`config.mk`:
```
export PLATFORM = sky130hd
export DESIGN_NAME = spm_regs
export DESIGN_NICKNAME = d
export VERILOG_FILES = /design/src/verilog/spm_pkg.sv /design/src/verilog/spm_regs.sv
export VERILOG_INCLUDE_DIRS = /design/src /design/src/verilog
export SDC_FILE = /design/constraint.sdc
export NUM_CORES = 1
export LEC_CHECK = 0
export BUFFER_PORTS_ARGS = -buffer_cell sky130_fd_sc_hd__buf_2
export CAP_MARGIN = 20
export CORE_AREA = 2 2 88 124
export DETAILED_ROUTE_END_ITERATION = 12
export DIE_AREA = 0 0 90 126
export PLACE_DENSITY_LB_ADDON = 0.25
export SETUP_SLACK_MARGIN = 0.3
export SLEW_MARGIN = 5
export SYNTH_ARGS = -nofsm -noshare
export SYNTH_HDL_FRONTEND = slang
export SYNTH_SLANG_ARGS = --single-unit
```
`constraint.sdc`:
```
create_clock -name clk_i -period 1.6 [get_ports clk_i]
set_input_delay 0.24 -clock clk_i [delete_from_list [all_inputs] [get_ports clk_i]]
set_output_delay 0.24 -clock clk_i [all_outputs]
set_load 0.005 [all_outputs]
```
`src/verilog/spm_map.svh`:
```
`ifndef SPM_MAP_SVH
`define SPM_MAP_SVH
// Register offsets (byte addresses of config dwords)
`define SPM_OFS_PM_HDR 8'h40
`define SPM_OFS_PM_CSR 8'h44
`define SPM_OFS_MSI_HDR 8'h4C
// Capability header constants
`define SPM_PM_CAP_ID 8'h01
`define SPM_NEXT_UP 8'h5C
`define SPM_NEXT_DN 8'h4C
`define SPM_PM_REV 3'h3
`define SPM_MSI_CAP_ID 8'h05
`define SPM_MSI_NEXT 8'h64
// Loadable defaults
`define SPM_RST_DSI 1'h0
`define SPM_RST_AUX 3'h7
`define SPM_RST_D1 1'h1
`define SPM_RST_D2 1'h1
`define SPM_RST_PMES 5'h1F
`define SPM_RST_NSR 1'h1
`define SPM_RST_DATA 8'h00
// Control field reset values
`define SPM_RST_PSTATE 2'h0
`define SPM_RST_PMEEN 1'h0
`define SPM_RST_DSEL 4'h0
// Field positions
`define SPM_B_PSTATE_LO 0
`define SPM_B_NSR 3
`define SPM_B_PMEEN 8
`define SPM_B_DSEL_LO 9
`define SPM_B_PMESTS 15
`define SPM_B_DATA_LO 24
`define SPM_B_DSI 21
`define SPM_B_AUX_LO 22
`define SPM_B_D1 25
`define SPM_B_D2 26
`define SPM_B_PMES_LO 27
// Length of internal hot reset pulse, cycles
`define SPM_HOTRST_CYC 4'h4
`endif

```
`src/verilog/spm_pkg.sv`:
```
package spm_pkg;
  typedef enum logic [1:0] {
    SPM_D0 = 2'h0,
    SPM_D1 = 2'h1,
    SPM_D2 = 2'h2,
    SPM_D3HOT = 2'h3
  } spm_pstate_e;

  // Loadable read-only capability fields
  typedef struct packed {
    logic dev_init;
    logic [2:0] aux_cur;
    logic d1_sup;
    logic d2_sup;
    logic [4:0] pme_sup;
    logic no_soft_rst;
    logic [7:0] data;
  } spm_load_s;

  // Configuration access from the port core
  typedef struct packed {
    logic rd;
    logic wr;
    logic [7:0] addr;
    logic [3:0] be;
    logic [31:0] wdata;
  } spm_cfg_s;
endpackage : spm_pkg

```
`src/verilog/spm_regs.sv`:
```
`timescale 1ns/100ps
`default_nettype none
`include "spm_map.svh"
module spm_regs #(
  parameter bit UPSTREAM = 1'b0
) (
  input wire logic clk_i,
  input wire logic nrst_i,
  input wire logic ce_i,
  input wire spm_pkg::spm_cfg_s cfg_i,
  input wire logic load_i,
  input wire spm_pkg::spm_load_s load_val_i,
  output logic [31:0] rdata_o,
  output logic rvalid_o,
  output logic [1:0] pstate_o,
  output logic pme_en_o,
  output logic hot_reset_o,
  output logic downstream_reset_out_n_o
);

  // ------------------------------------------------------------
  // Decode helpers
  // ------------------------------------------------------------
  function automatic logic hit(input logic [7:0] a, input logic [7:0] o);
    hit = (a[7:2] == o[7:2]);
  endfunction : hit

  spm_pkg::spm_load_s ld_ff;
  spm_pkg::spm_pstate_e pst_ff;
  logic pmeen_ff;
  logic [3:0] dsel_ff;
  logic [3:0] hr_cnt_ff;
  logic hot_ff;
  logic [31:0] rdata_ff;
  logic rvalid_ff;
  logic [31:0] nxt_rdata;
  logic csr_wr;
  logic msi_vis;
  logic hr_start;
  logic dn_rst_n_ff;

  assign csr_wr = ce_i && cfg_i.wr && hit(cfg_i.addr, `SPM_OFS_PM_CSR);
  assign msi_vis = !UPSTREAM;
  // D0 written over D3hot with soft reset allowed
  assign hr_start = csr_wr && cfg_i.be[0] && pst_ff == spm_pkg::SPM_D3HOT
                    && cfg_i.wdata[1:0] == spm_pkg::SPM_D0
                    && !ld_ff.no_soft_rst;

  // ------------------------------------------------------------
  // Loadable defaults
  // ------------------------------------------------------------
  // Config writes never reach these; only the load path does
  always_ff @(posedge clk_i or negedge nrst_i) begin
    if (!nrst_i) begin
      ld_ff.dev_init <= `SPM_RST_DSI;
      ld_ff.aux_cur <= `SPM_RST_AUX;
      ld_ff.d1_sup <= `SPM_RST_D1;
      ld_ff.d2_sup <= `SPM_RST_D2;
      ld_ff.pme_sup <= `SPM_RST_PMES;
      ld_ff.no_soft_rst <= `SPM_RST_NSR;
      ld_ff.data <= `SPM_RST_DATA;
    end else if (ce_i && load_i) begin
      ld_ff <= load_val_i;
    end
  end

  // ------------------------------------------------------------
  // Power state and PME enable
  // ------------------------------------------------------------
  always_ff @(posedge clk_i or negedge nrst_i) begin
    if (!nrst_i) begin
      pst_ff <= spm_pkg::spm_pstate_e'(`SPM_RST_PSTATE);
    end else if (ce_i && hr_cnt_ff != 4'h0) begin
      pst_ff <= spm_pkg::SPM_D0;
    end else if (csr_wr && cfg_i.be[0]) begin
      pst_ff <= spm_pkg::spm_pstate_e'(cfg_i.wdata[1:0]);
    end
  end

  // Internal reset returns control fields to defaults
  always_ff @(posedge clk_i or negedge nrst_i) begin
    if (!nrst_i) begin
      pmeen_ff <= `SPM_RST_PMEEN;
      dsel_ff <= `SPM_RST_DSEL;
    end else if (ce_i && hr_cnt_ff != 4'h0) begin
      pmeen_ff <= `SPM_RST_PMEEN;
      dsel_ff <= `SPM_RST_DSEL;
    end else if (csr_wr && cfg_i.be[1]) begin
      pmeen_ff <= cfg_i.wdata[`SPM_B_PMEEN];
      dsel_ff <= cfg_i.wdata[`SPM_B_DSEL_LO +: 4];
    end
  end

  // ------------------------------------------------------------
  // D3hot to D0 hot reset
  // ------------------------------------------------------------
  // Only fires when no-soft-reset is clear; downstream pin stays high
  always_ff @(posedge clk_i or negedge nrst_i) begin
    if (!nrst_i) begin
      hr_cnt_ff <= 4'h0;
    end else if (ce_i) begin
      if (hr_start) begin
        hr_cnt_ff <= `SPM_HOTRST_CYC;
      end else if (hr_cnt_ff != 4'h0) begin
        hr_cnt_ff <= hr_cnt_ff - 4'h1;
      end
    end
  end

  always_ff @(posedge clk_i or negedge nrst_i) begin
    if (!nrst_i) begin
      hot_ff <= 1'b0;
    end else if (ce_i) begin
      hot_ff <= (hr_cnt_ff != 4'h0);
    end
  end

  // ------------------------------------------------------------
  // Downstream reset pin
  // ------------------------------------------------------------
  // Hot reset of this port never reaches the pin, so it idles high
  always_ff @(posedge clk_i or negedge nrst_i) begin
    if (!nrst_i) begin
      dn_rst_n_ff <= 1'b1;
    end else if (ce_i) begin
      dn_rst_n_ff <= 1'b1;
    end
  end

  // ------------------------------------------------------------
  // Read path
  // ------------------------------------------------------------
  always_comb begin
    nxt_rdata = 32'h0;
    if (hit(cfg_i.addr, `SPM_OFS_PM_HDR)) begin
      nxt_rdata[7:0] = `SPM_PM_CAP_ID;
      nxt_rdata[15:8] = UPSTREAM ? `SPM_NEXT_UP : `SPM_NEXT_DN;
      nxt_rdata[18:16] = `SPM_PM_REV;
      nxt_rdata[`SPM_B_DSI] = ld_ff.dev_init;
      nxt_rdata[`SPM_B_AUX_LO +: 3] = ld_ff.aux_cur;
      nxt_rdata[`SPM_B_D1] = ld_ff.d1_sup;
      nxt_rdata[`SPM_B_D2] = ld_ff.d2_sup;
      nxt_rdata[`SPM_B_PMES_LO +: 5] = ld_ff.pme_sup;
    end else if (hit(cfg_i.addr, `SPM_OFS_PM_CSR)) begin
      nxt_rdata[1:0] = pst_ff;
      nxt_rdata[`SPM_B_NSR] = ld_ff.no_soft_rst;
      nxt_rdata[`SPM_B_PMEEN] = pmeen_ff;
      nxt_rdata[`SPM_B_DSEL_LO +: 4] = dsel_ff;
      nxt_rdata[`SPM_B_PMESTS] = 1'b0;
      nxt_rdata[`SPM_B_DATA_LO +: 8] = ld_ff.data;
    end else if (msi_vis && hit(cfg_i.addr, `SPM_OFS_MSI_HDR)) begin
      nxt_rdata[7:0] = `SPM_MSI_CAP_ID;
      nxt_rdata[15:8] = `SPM_MSI_NEXT;
    end
  end

  always_ff @(posedge clk_i or negedge nrst_i) begin
    if (!nrst_i) begin
      rdata_ff <= 32'h0;
      rvalid_ff <= 1'b0;
    end else if (ce_i) begin
      rvalid_ff <= cfg_i.rd;
      if (cfg_i.rd) begin
        rdata_ff <= nxt_rdata;
      end
    end
  end

  assign rdata_o = rdata_ff;
  assign rvalid_o = rvalid_ff;
  assign pstate_o = pst_ff;
  assign pme_en_o = pmeen_ff;
  assign hot_reset_o = hot_ff;
  assign downstream_reset_out_n_o = dn_rst_n_ff;

  // ------------------------------------------------------------
  // Checks
  // ------------------------------------------------------------
  a_cap_id_read: assert property (@(posedge clk_i) disable iff (!nrst_i)
    ce_i && cfg_i.rd && hit(cfg_i.addr, `SPM_OFS_PM_HDR)
    |=> rdata_o[7:0] == 8'h01) else $error("bad pm cap id");
  a_next_ptr_read: assert property (@(posedge clk_i) disable iff (!nrst_i)
    ce_i && cfg_i.rd && hit(cfg_i.addr, `SPM_OFS_PM_HDR)
    |=> rdata_o[15:8] == (UPSTREAM ? 8'h5C : 8'h4C))
    else $error("bad next pointer");
  a_pm_rev_read: assert property (@(posedge clk_i) disable iff (!nrst_i)
    ce_i && cfg_i.rd && hit(cfg_i.addr, `SPM_OFS_PM_HDR)
    |=> rdata_o[18:16] == 3'h3 && rdata_o[20:19] == 2'h0)
    else $error("bad pm revision");
  a_pstate_write: assert property (@(posedge clk_i) disable iff (!nrst_i)
    csr_wr && cfg_i.be[0] && hr_cnt_ff == 4'h0
    |=> pstate_o == $past(cfg_i.wdata[1:0]))
    else $error("power state not written");
  a_hot_reset: assert property (@(posedge clk_i) disable iff (!nrst_i)
    csr_wr && cfg_i.be[0] && pst_ff == spm_pkg::SPM_D3HOT
    && cfg_i.wdata[1:0] == 2'h0 && !ld_ff.no_soft_rst
    |=> ##1 hot_reset_o) else $error("no hot reset");
  a_no_soft_rst: assert property (@(posedge clk_i) disable iff (!nrst_i)
    ld_ff.no_soft_rst && hr_cnt_ff == 4'h0 |=> !hot_reset_o)
    else $error("reset with no-soft-reset set");
  a_pme_stat_zero: assert property (@(posedge clk_i) disable iff (!nrst_i)
    rvalid_o |-> !rdata_o[15] || !$past(hit(cfg_i.addr, `SPM_OFS_PM_CSR)))
    else $error("pme status set");
  a_msi_hdr_read: assert property (@(posedge clk_i) disable iff (!nrst_i)
    ce_i && cfg_i.rd && !UPSTREAM && hit(cfg_i.addr, `SPM_OFS_MSI_HDR)
    |=> rdata_o[15:0] == 16'h6405) else $error("bad msi header");
  a_dn_rst_high: assert property (@(posedge clk_i) disable iff (!nrst_i)
    downstream_reset_out_n_o)
    else $error("downstream reset asserted");

  // ------------------------------------------------------------
  // Header and status field checks
  // ------------------------------------------------------------
  // Loadable fields must show whatever was loaded last
  a_hdr_fields: assert property (@(posedge clk_i) disable iff (!nrst_i)
    ce_i && cfg_i.rd && hit(cfg_i.addr, `SPM_OFS_PM_HDR)
    |=> rdata_o[31:21] == $past({ld_ff.pme_sup, ld_ff.d2_sup,
        ld_ff.d1_sup, ld_ff.aux_cur, ld_ff.dev_init}))
    else $error("bad header fields");
  a_csr_rsvd: assert property (@(posedge clk_i) disable iff (!nrst_i)
    ce_i && cfg_i.rd && hit(cfg_i.addr, `SPM_OFS_PM_CSR)
    |=> rdata_o[2] == 1'b0 && rdata_o[7:4] == 4'h0
        && rdata_o[23:13] == 11'h0)
    else $error("reserved bits set");
  a_csr_nsr: assert property (@(posedge clk_i) disable iff (!nrst_i)
    ce_i && cfg_i.rd && hit(cfg_i.addr, `SPM_OFS_PM_CSR)
    |=> rdata_o[3] == $past(ld_ff.no_soft_rst))
    else $error("bad no soft reset bit");
  a_data_byte: assert property (@(posedge clk_i) disable iff (!nrst_i)
    ce_i && cfg_i.rd && hit(cfg_i.addr, `SPM_OFS_PM_CSR)
    |=> rdata_o[31:24] == $past(ld_ff.data))
    else $error("bad data byte");
  a_unmapped_zero: assert property (@(posedge clk_i) disable iff (!nrst_i)
    ce_i && cfg_i.rd && !hit(cfg_i.addr, `SPM_OFS_PM_HDR)
    && !hit(cfg_i.addr, `SPM_OFS_PM_CSR)
    && !hit(cfg_i.addr, `SPM_OFS_MSI_HDR)
    |=> rdata_o == 32'h0) else $error("unmapped read not zero");
  a_msi_hidden: assert property (@(posedge clk_i) disable iff (!nrst_i)
    ce_i && cfg_i.rd && UPSTREAM && hit(cfg_i.addr, `SPM_OFS_MSI_HDR)
    |=> rdata_o == 32'h0) else $error("msi header on upstream");

  // ------------------------------------------------------------
  // Read handshake checks
  // ------------------------------------------------------------
  // Software may poll back to back, so rvalid must follow rd one enabled cycle later
  a_rvalid_pulse: assert property (@(posedge clk_i) disable iff (!nrst_i)
    ce_i && cfg_i.rd |=> rvalid_o)
    else $error("read not answered");
  a_rvalid_idle: assert property (@(posedge clk_i) disable iff (!nrst_i)
    ce_i && !cfg_i.rd |=> !rvalid_o)
    else $error("spurious read answer");
  a_rdata_hold: assert property (@(posedge clk_i) disable iff (!nrst_i)
    !(ce_i && cfg_i.rd) |=> $stable(rdata_o))
    else $error("read data moved");

  // ------------------------------------------------------------
  // Control and loadable field checks
  // ------------------------------------------------------------
  a_pme_en_write: assert property (@(posedge clk_i) disable iff (!nrst_i)
    csr_wr && cfg_i.be[1] && hr_cnt_ff == 4'h0
    |=> pme_en_o == $past(cfg_i.wdata[`SPM_B_PMEEN]))
    else $error("pme enable not written");
  a_pme_en_hold: assert property (@(posedge clk_i) disable iff (!nrst_i)
    !(csr_wr && cfg_i.be[1]) && hr_cnt_ff == 4'h0
    |=> $stable(pme_en_o)) else $error("pme enable moved");
  a_pst_hold: assert property (@(posedge clk_i) disable iff (!nrst_i)
    !(csr_wr && cfg_i.be[0]) && hr_cnt_ff == 4'h0
    |=> $stable(pstate_o)) else $error("power state moved");
  a_ld_hold: assert property (@(posedge clk_i) disable iff (!nrst_i)
    !(ce_i && load_i) |=> ld_ff == $past(ld_ff))
    else $error("loadable field changed");
  a_load_fields: assert property (@(posedge clk_i) disable iff (!nrst_i)
    ce_i && load_i |=> ld_ff == $past(load_val_i))
    else $error("load not taken");

  // ------------------------------------------------------------
  // Hot reset checks
  // ------------------------------------------------------------
  // Counter length sets how long the port sits in internal reset
  a_hr_reload: assert property (@(posedge clk_i) disable iff (!nrst_i)
    ce_i && hr_start |=> hr_cnt_ff == `SPM_HOTRST_CYC)
    else $error("hot reset not started");
  a_hr_count: assert property (@(posedge clk_i) disable iff (!nrst_i)
    ce_i && !hr_start && hr_cnt_ff != 4'h0
    |=> hr_cnt_ff == $past(hr_cnt_ff) - 4'h1)
    else $error("hot reset count wrong");
  a_hot_forced_d0: assert property (@(posedge clk_i) disable iff (!nrst_i)
    ce_i && hr_cnt_ff != 4'h0 |=> pstate_o == 2'h0 && !pme_en_o)
    else $error("state not reset");
  a_hr_needs_clear: assert property (@(posedge clk_i) disable iff (!nrst_i)
    hr_start |-> !ld_ff.no_soft_rst)
    else $error("soft reset while barred");

  // ------------------------------------------------------------
  // Clock enable checks
  // ------------------------------------------------------------
  // A frozen block must not move any visible state
  a_ce_freeze: assert property (@(posedge clk_i) disable iff (!nrst_i)
    !ce_i |=> $stable(pstate_o) && $stable(pme_en_o)
    && $stable(hot_reset_o) && $stable(rvalid_o) && $stable(rdata_o))
    else $error("state moved while frozen");

  // ------------------------------------------------------------
  // Coverage
  // ------------------------------------------------------------
  c_d3_entry: cover property (@(posedge clk_i) pstate_o == 2'h3);
  c_hot_reset: cover property (@(posedge clk_i) $rose(hot_reset_o));
  c_load: cover property (@(posedge clk_i) ce_i && load_i);
  c_frozen_write: cover property (@(posedge clk_i) !ce_i && cfg_i.wr);
endmodule : spm_regs
`default_nettype wire

```
==> impl_summary.md <==
Drt
The number of iterations in the first detailed-routing pass is 4. For this block, the initial DRC count from the detailed router was 62. Summed over all layers, the routed wires come to 5830 um. The total via count after detailed routing is 1,802.

In the final routed layout, each cell accounts on average for 13.6 um. Dividing the detail-routed via count by the number of cells gives 4.19. The count of nets left with antenna violations after detail routing is 0. For this run, design rule violations remaining after detail routing come to 0.

Critical path
Walking the worst path, the cells encountered are or3_1 -> or4_4 -> a22oi_2 -> a21o_1. STA classifies the critical path startpoint as a register. In this run the worst setup path begins at hr_cnt_ff[1]$_DFFE_PN0P_. Data on the critical path arrives at its endpoint at 1.69 ns. The cell with the largest stage delay on the worst path is or4_4. The maximum fanout along the worst path is 2. The register-to-register setup slack is 0.15 ns.

Among cell families on the critical path, the largest total delay comes from simple AND/OR/NAND/NOR gates. The endpoint kind of the worst setup timing path is a register. The class of the most critical setup path is reg2reg. The largest stage delay on the critical path is 0.42 ns. The startpoint of the worst-slack reg-to-reg timing path is hr_cnt_ff[1]$_DFFE_PN0P_. The depth of the most critical reg-to-reg path is 4. The endpoint of the worst register-to-register path is hr_cnt_ff[3]$_DFFE_PN0P_.

For the worst setup path, the data required time is 1.84 ns. The critical path buffer and inverter count is 0.

Yosys
The warning count from the yosys run is 0. The number of synthesized flops with an enable pin is 0. Yosys attributes the largest share of cell area to dfrtp_1 44%, dfstp_2 12%, mux2_2 9.0%, nand2_1 4.8%, mux2i_1 4.4%.

The leading cell type by number of instances after synthesis is dfrtp_1. Of all flip-flops after synthesis, the portion carrying an async set or reset was 100%. The number of different library cells used by synthesis comes to 42. Ranked by instance count, the synthesized netlist is headed by 44 x dfrtp_1, 32 x nand2_1, 20 x mux2_2, 16 x o21ai_1. The synthesized design devotes to its leading area cell type 44.2% of total area. The synthesized design contains 55 register bits. The sequential-to-total area share from yosys stat is 55.7%. The top flip-flop cell by instance count after synthesis is dfrtp_1. The dominant cell type by area after synthesis is dfrtp_1. The area of the mapped netlist is 2490 um^2.

Averaged over all synthesized cells, the footprint is 11.8 um^2. The cell count after synthesis came out at 212.

Timing
The final total negative setup slack is 0 ns. The final max-slew violation count is 0. The worst path uses 90.8% of the clock period. The maximum clock frequency is 688 MHz.

The final-report setup violation count is 0. Across the routed clock network, the largest skew measured is 0.00528 ns. Setup repair after global routing could not meet its margin everywhere. The hold violation count in the final report is 0. For the finished layout, the period the worst path requires is 1.45 ns.

CTS
After clock tree synthesis, the clock-pin slew on the worst setup and hold paths is 0.07 ns. The cell at the root of the clock tree is clkbuf_16. The total CTS buffers is 5. In this run the number of H-tree levels came out at 2. The clock latency on the worst-skew pair is 0.30 ns. No sink is reached through more buffers than the 2 on the longest clock path. TritonCTS built the clock tree. The tree built by TritonCTS fans out to 55 sinks.

Placed design
The final HPWL from detailed placement is 4270 um. Port buffering added 69 buffers. The final estimated routing congestion in global placement is 0.704.

Cells and area
Compared with the post-synthesis result, the final layout area differs by 29.5%. After filler insertion, the fill cell instance count of the layout stands at 1,084. 0 antenna diodes ended up in the layout.

After the last flow step, the layout net total stands at 363. In the final layout, the multi-input gates occupy 1020 um^2. The area taken by flip-flops and latches is 1390 um^2. In the final layout, the share of cells above drive strength 1 is 46.2%. For this run, the share of the core covered by cells in the final layout is 31.5%.

Floorplan
The initial core utilization is 24.4%. The die extent in y is 126 um. The number of top-level pins is 108. The die covers 11,300 um^2.

The width of the die is 90 um. The total area inside the core boundary comes to 10,200 um^2. The initialized floorplan defines 44 standard-cell rows.

GRT
The maximum number of pins on one net before global-route repair is 56. After global routing the overflow that remains totals 0. The number of antenna violations at the first check in global routing was 1. The first global-routing pass estimated 9460 um of wire.

The via count of the first global-routing pass is 1,818. For this run, the total global-route usage over all layers was measured as 10.8%.

Power
The worst-case vdd ir drop is 0.000412 V. Power spread over the standard cell area amounts to 1030 nW/um^2. The leakage component of the power is 1.58 nW.

Min path
In this run the most critical hold path is launched from load_val_i[1]. The path with the worst hold slack has its endpoint at ld_ff[1]$_DFFE_PN0P_. The worst min-delay path category is in2reg. The cell count of the worst hold path is 2.

Flow run
The number of max-cap violations is 0.

Status
The run finished with clean final reports.
-- layout make-up --
type                    instances  area share, %
flip-flops and latches         55           43.0
multi-input cells             141           31.6
repair buffers                 84           15.0
well taps                     138           5.35
clock buffers                   6           3.99
clock inverters                 2          0.504
inverters                       4          0.465
-- worst max path at each step --
| stage | end | depth (start not counted) |
|---|---|---|
| after floorplan | hr_cnt_ff[3]$_DFFE_PN0P_ | 4 |
| after global placement | hr_cnt_ff[0]$_DFFE_PN0P_ | 5 |
| after detailed placement | rdata_o[26]$_DFFE_PN0P_ | 5 |
| after CTS | hr_cnt_ff[3]$_DFFE_PN0P_ | 4 |
| after global routing | hr_cnt_ff[3]$_DFFE_PN0P_ | 4 |
| final | hr_cnt_ff[3]$_DFFE_PN0P_ | 4 |
-- routing by layer --
layer,vias up,track usage (%),routed length (um)
met3,12,3.47,363
li1,869,-,-
met5,-,0,7
met4,2,5.97,178
met1,866,12.7,2410
met2,53,17.3,2870
-- state kept, by name, summed over array words and instances (netlist names) --
register	cells
rvalid_o	1
hr_cnt_ff	4
pme_en_o	1
hot_reset_o	1
pstate_o	2
rdata_o	22
ld_ff	20
dsel_ff	4
-- cells by family after synthesis --
kind of cell | after synthesis | synth area share (%)
AOI/OAI and AO/OA | 35 | 8.98
xor gates and xnor gates | 1 | 0.351
adders and majority gates | 2 | 1.00
buffers and inverters | 23 | 5.22
DFF | 55 | 55.7
muxes | 31 | 13.4
other | 2 | 0.301
and+or+nand+nor | 63 | 15.0
-- stage by stage --
step / worst slack (ns) / cell area, um^2 / power, mW / std cells / hold WS [ns]
global placement: 0.0681 / 3030 / 2.16 / 418 / 0.265
CTS: 0.138 / 3200 / 3.34 / 429 / 0.162
detailed placement: 0.0629 / 3030 / 2.18 / 418 / 0.271
global route: 0.0813 / 3230 / 3.50 / 430 / 0.160
finish: 0.147 / 3230 / 3.32 / 430 / 0.169
floorplan: 0.189 / 2520 / 1.99 / 219 / -0.0556
-- power by group --
group	internal, mW	switching (mW)	total, mW	leakage [nW]
Clock	0.588	0.513	1.10	0.0675
Combinational	0.313	0.267	0.580	0.816
Sequential	1.56	0.0828	1.64	0.694
-- cell usage in the layout, fill, tap and decap left out, types with 2 or more instances in the layout --
| cell type | n |
|---|---|
| a21o_1 | 3 |
| a21oi_1 | 5 |
| a22o_1 | 5 |
| buf_12 | 2 |
| buf_2 | 69 |
| buf_4 | 12 |
| clkbuf_16 | 5 |
| conb_1 | 9 |
| dfrtp_1 | 44 |
| dfstp_2 | 11 |
| inv_1 | 3 |
| mux2_2 | 20 |
| mux2i_1 | 11 |
| nand2_1 | 32 |
| nand2b_1 | 2 |
| nand3_1 | 6 |
| nor2_1 | 4 |
| nor2b_1 | 2 |
| nor4b_4 | 2 |
| o21ai_1 | 16 |
-- what timing repair did --
action / CTS / global route
hold buffers: 1 / 0
pin swaps: 0 / 1
gates resized for setup: 1 / 6
setup buffers: 2 / 1
hold endpoints to repair: 44 / 0
setup endpoints to repair: 9 / 10
Power figures use the tool's default switching activity.
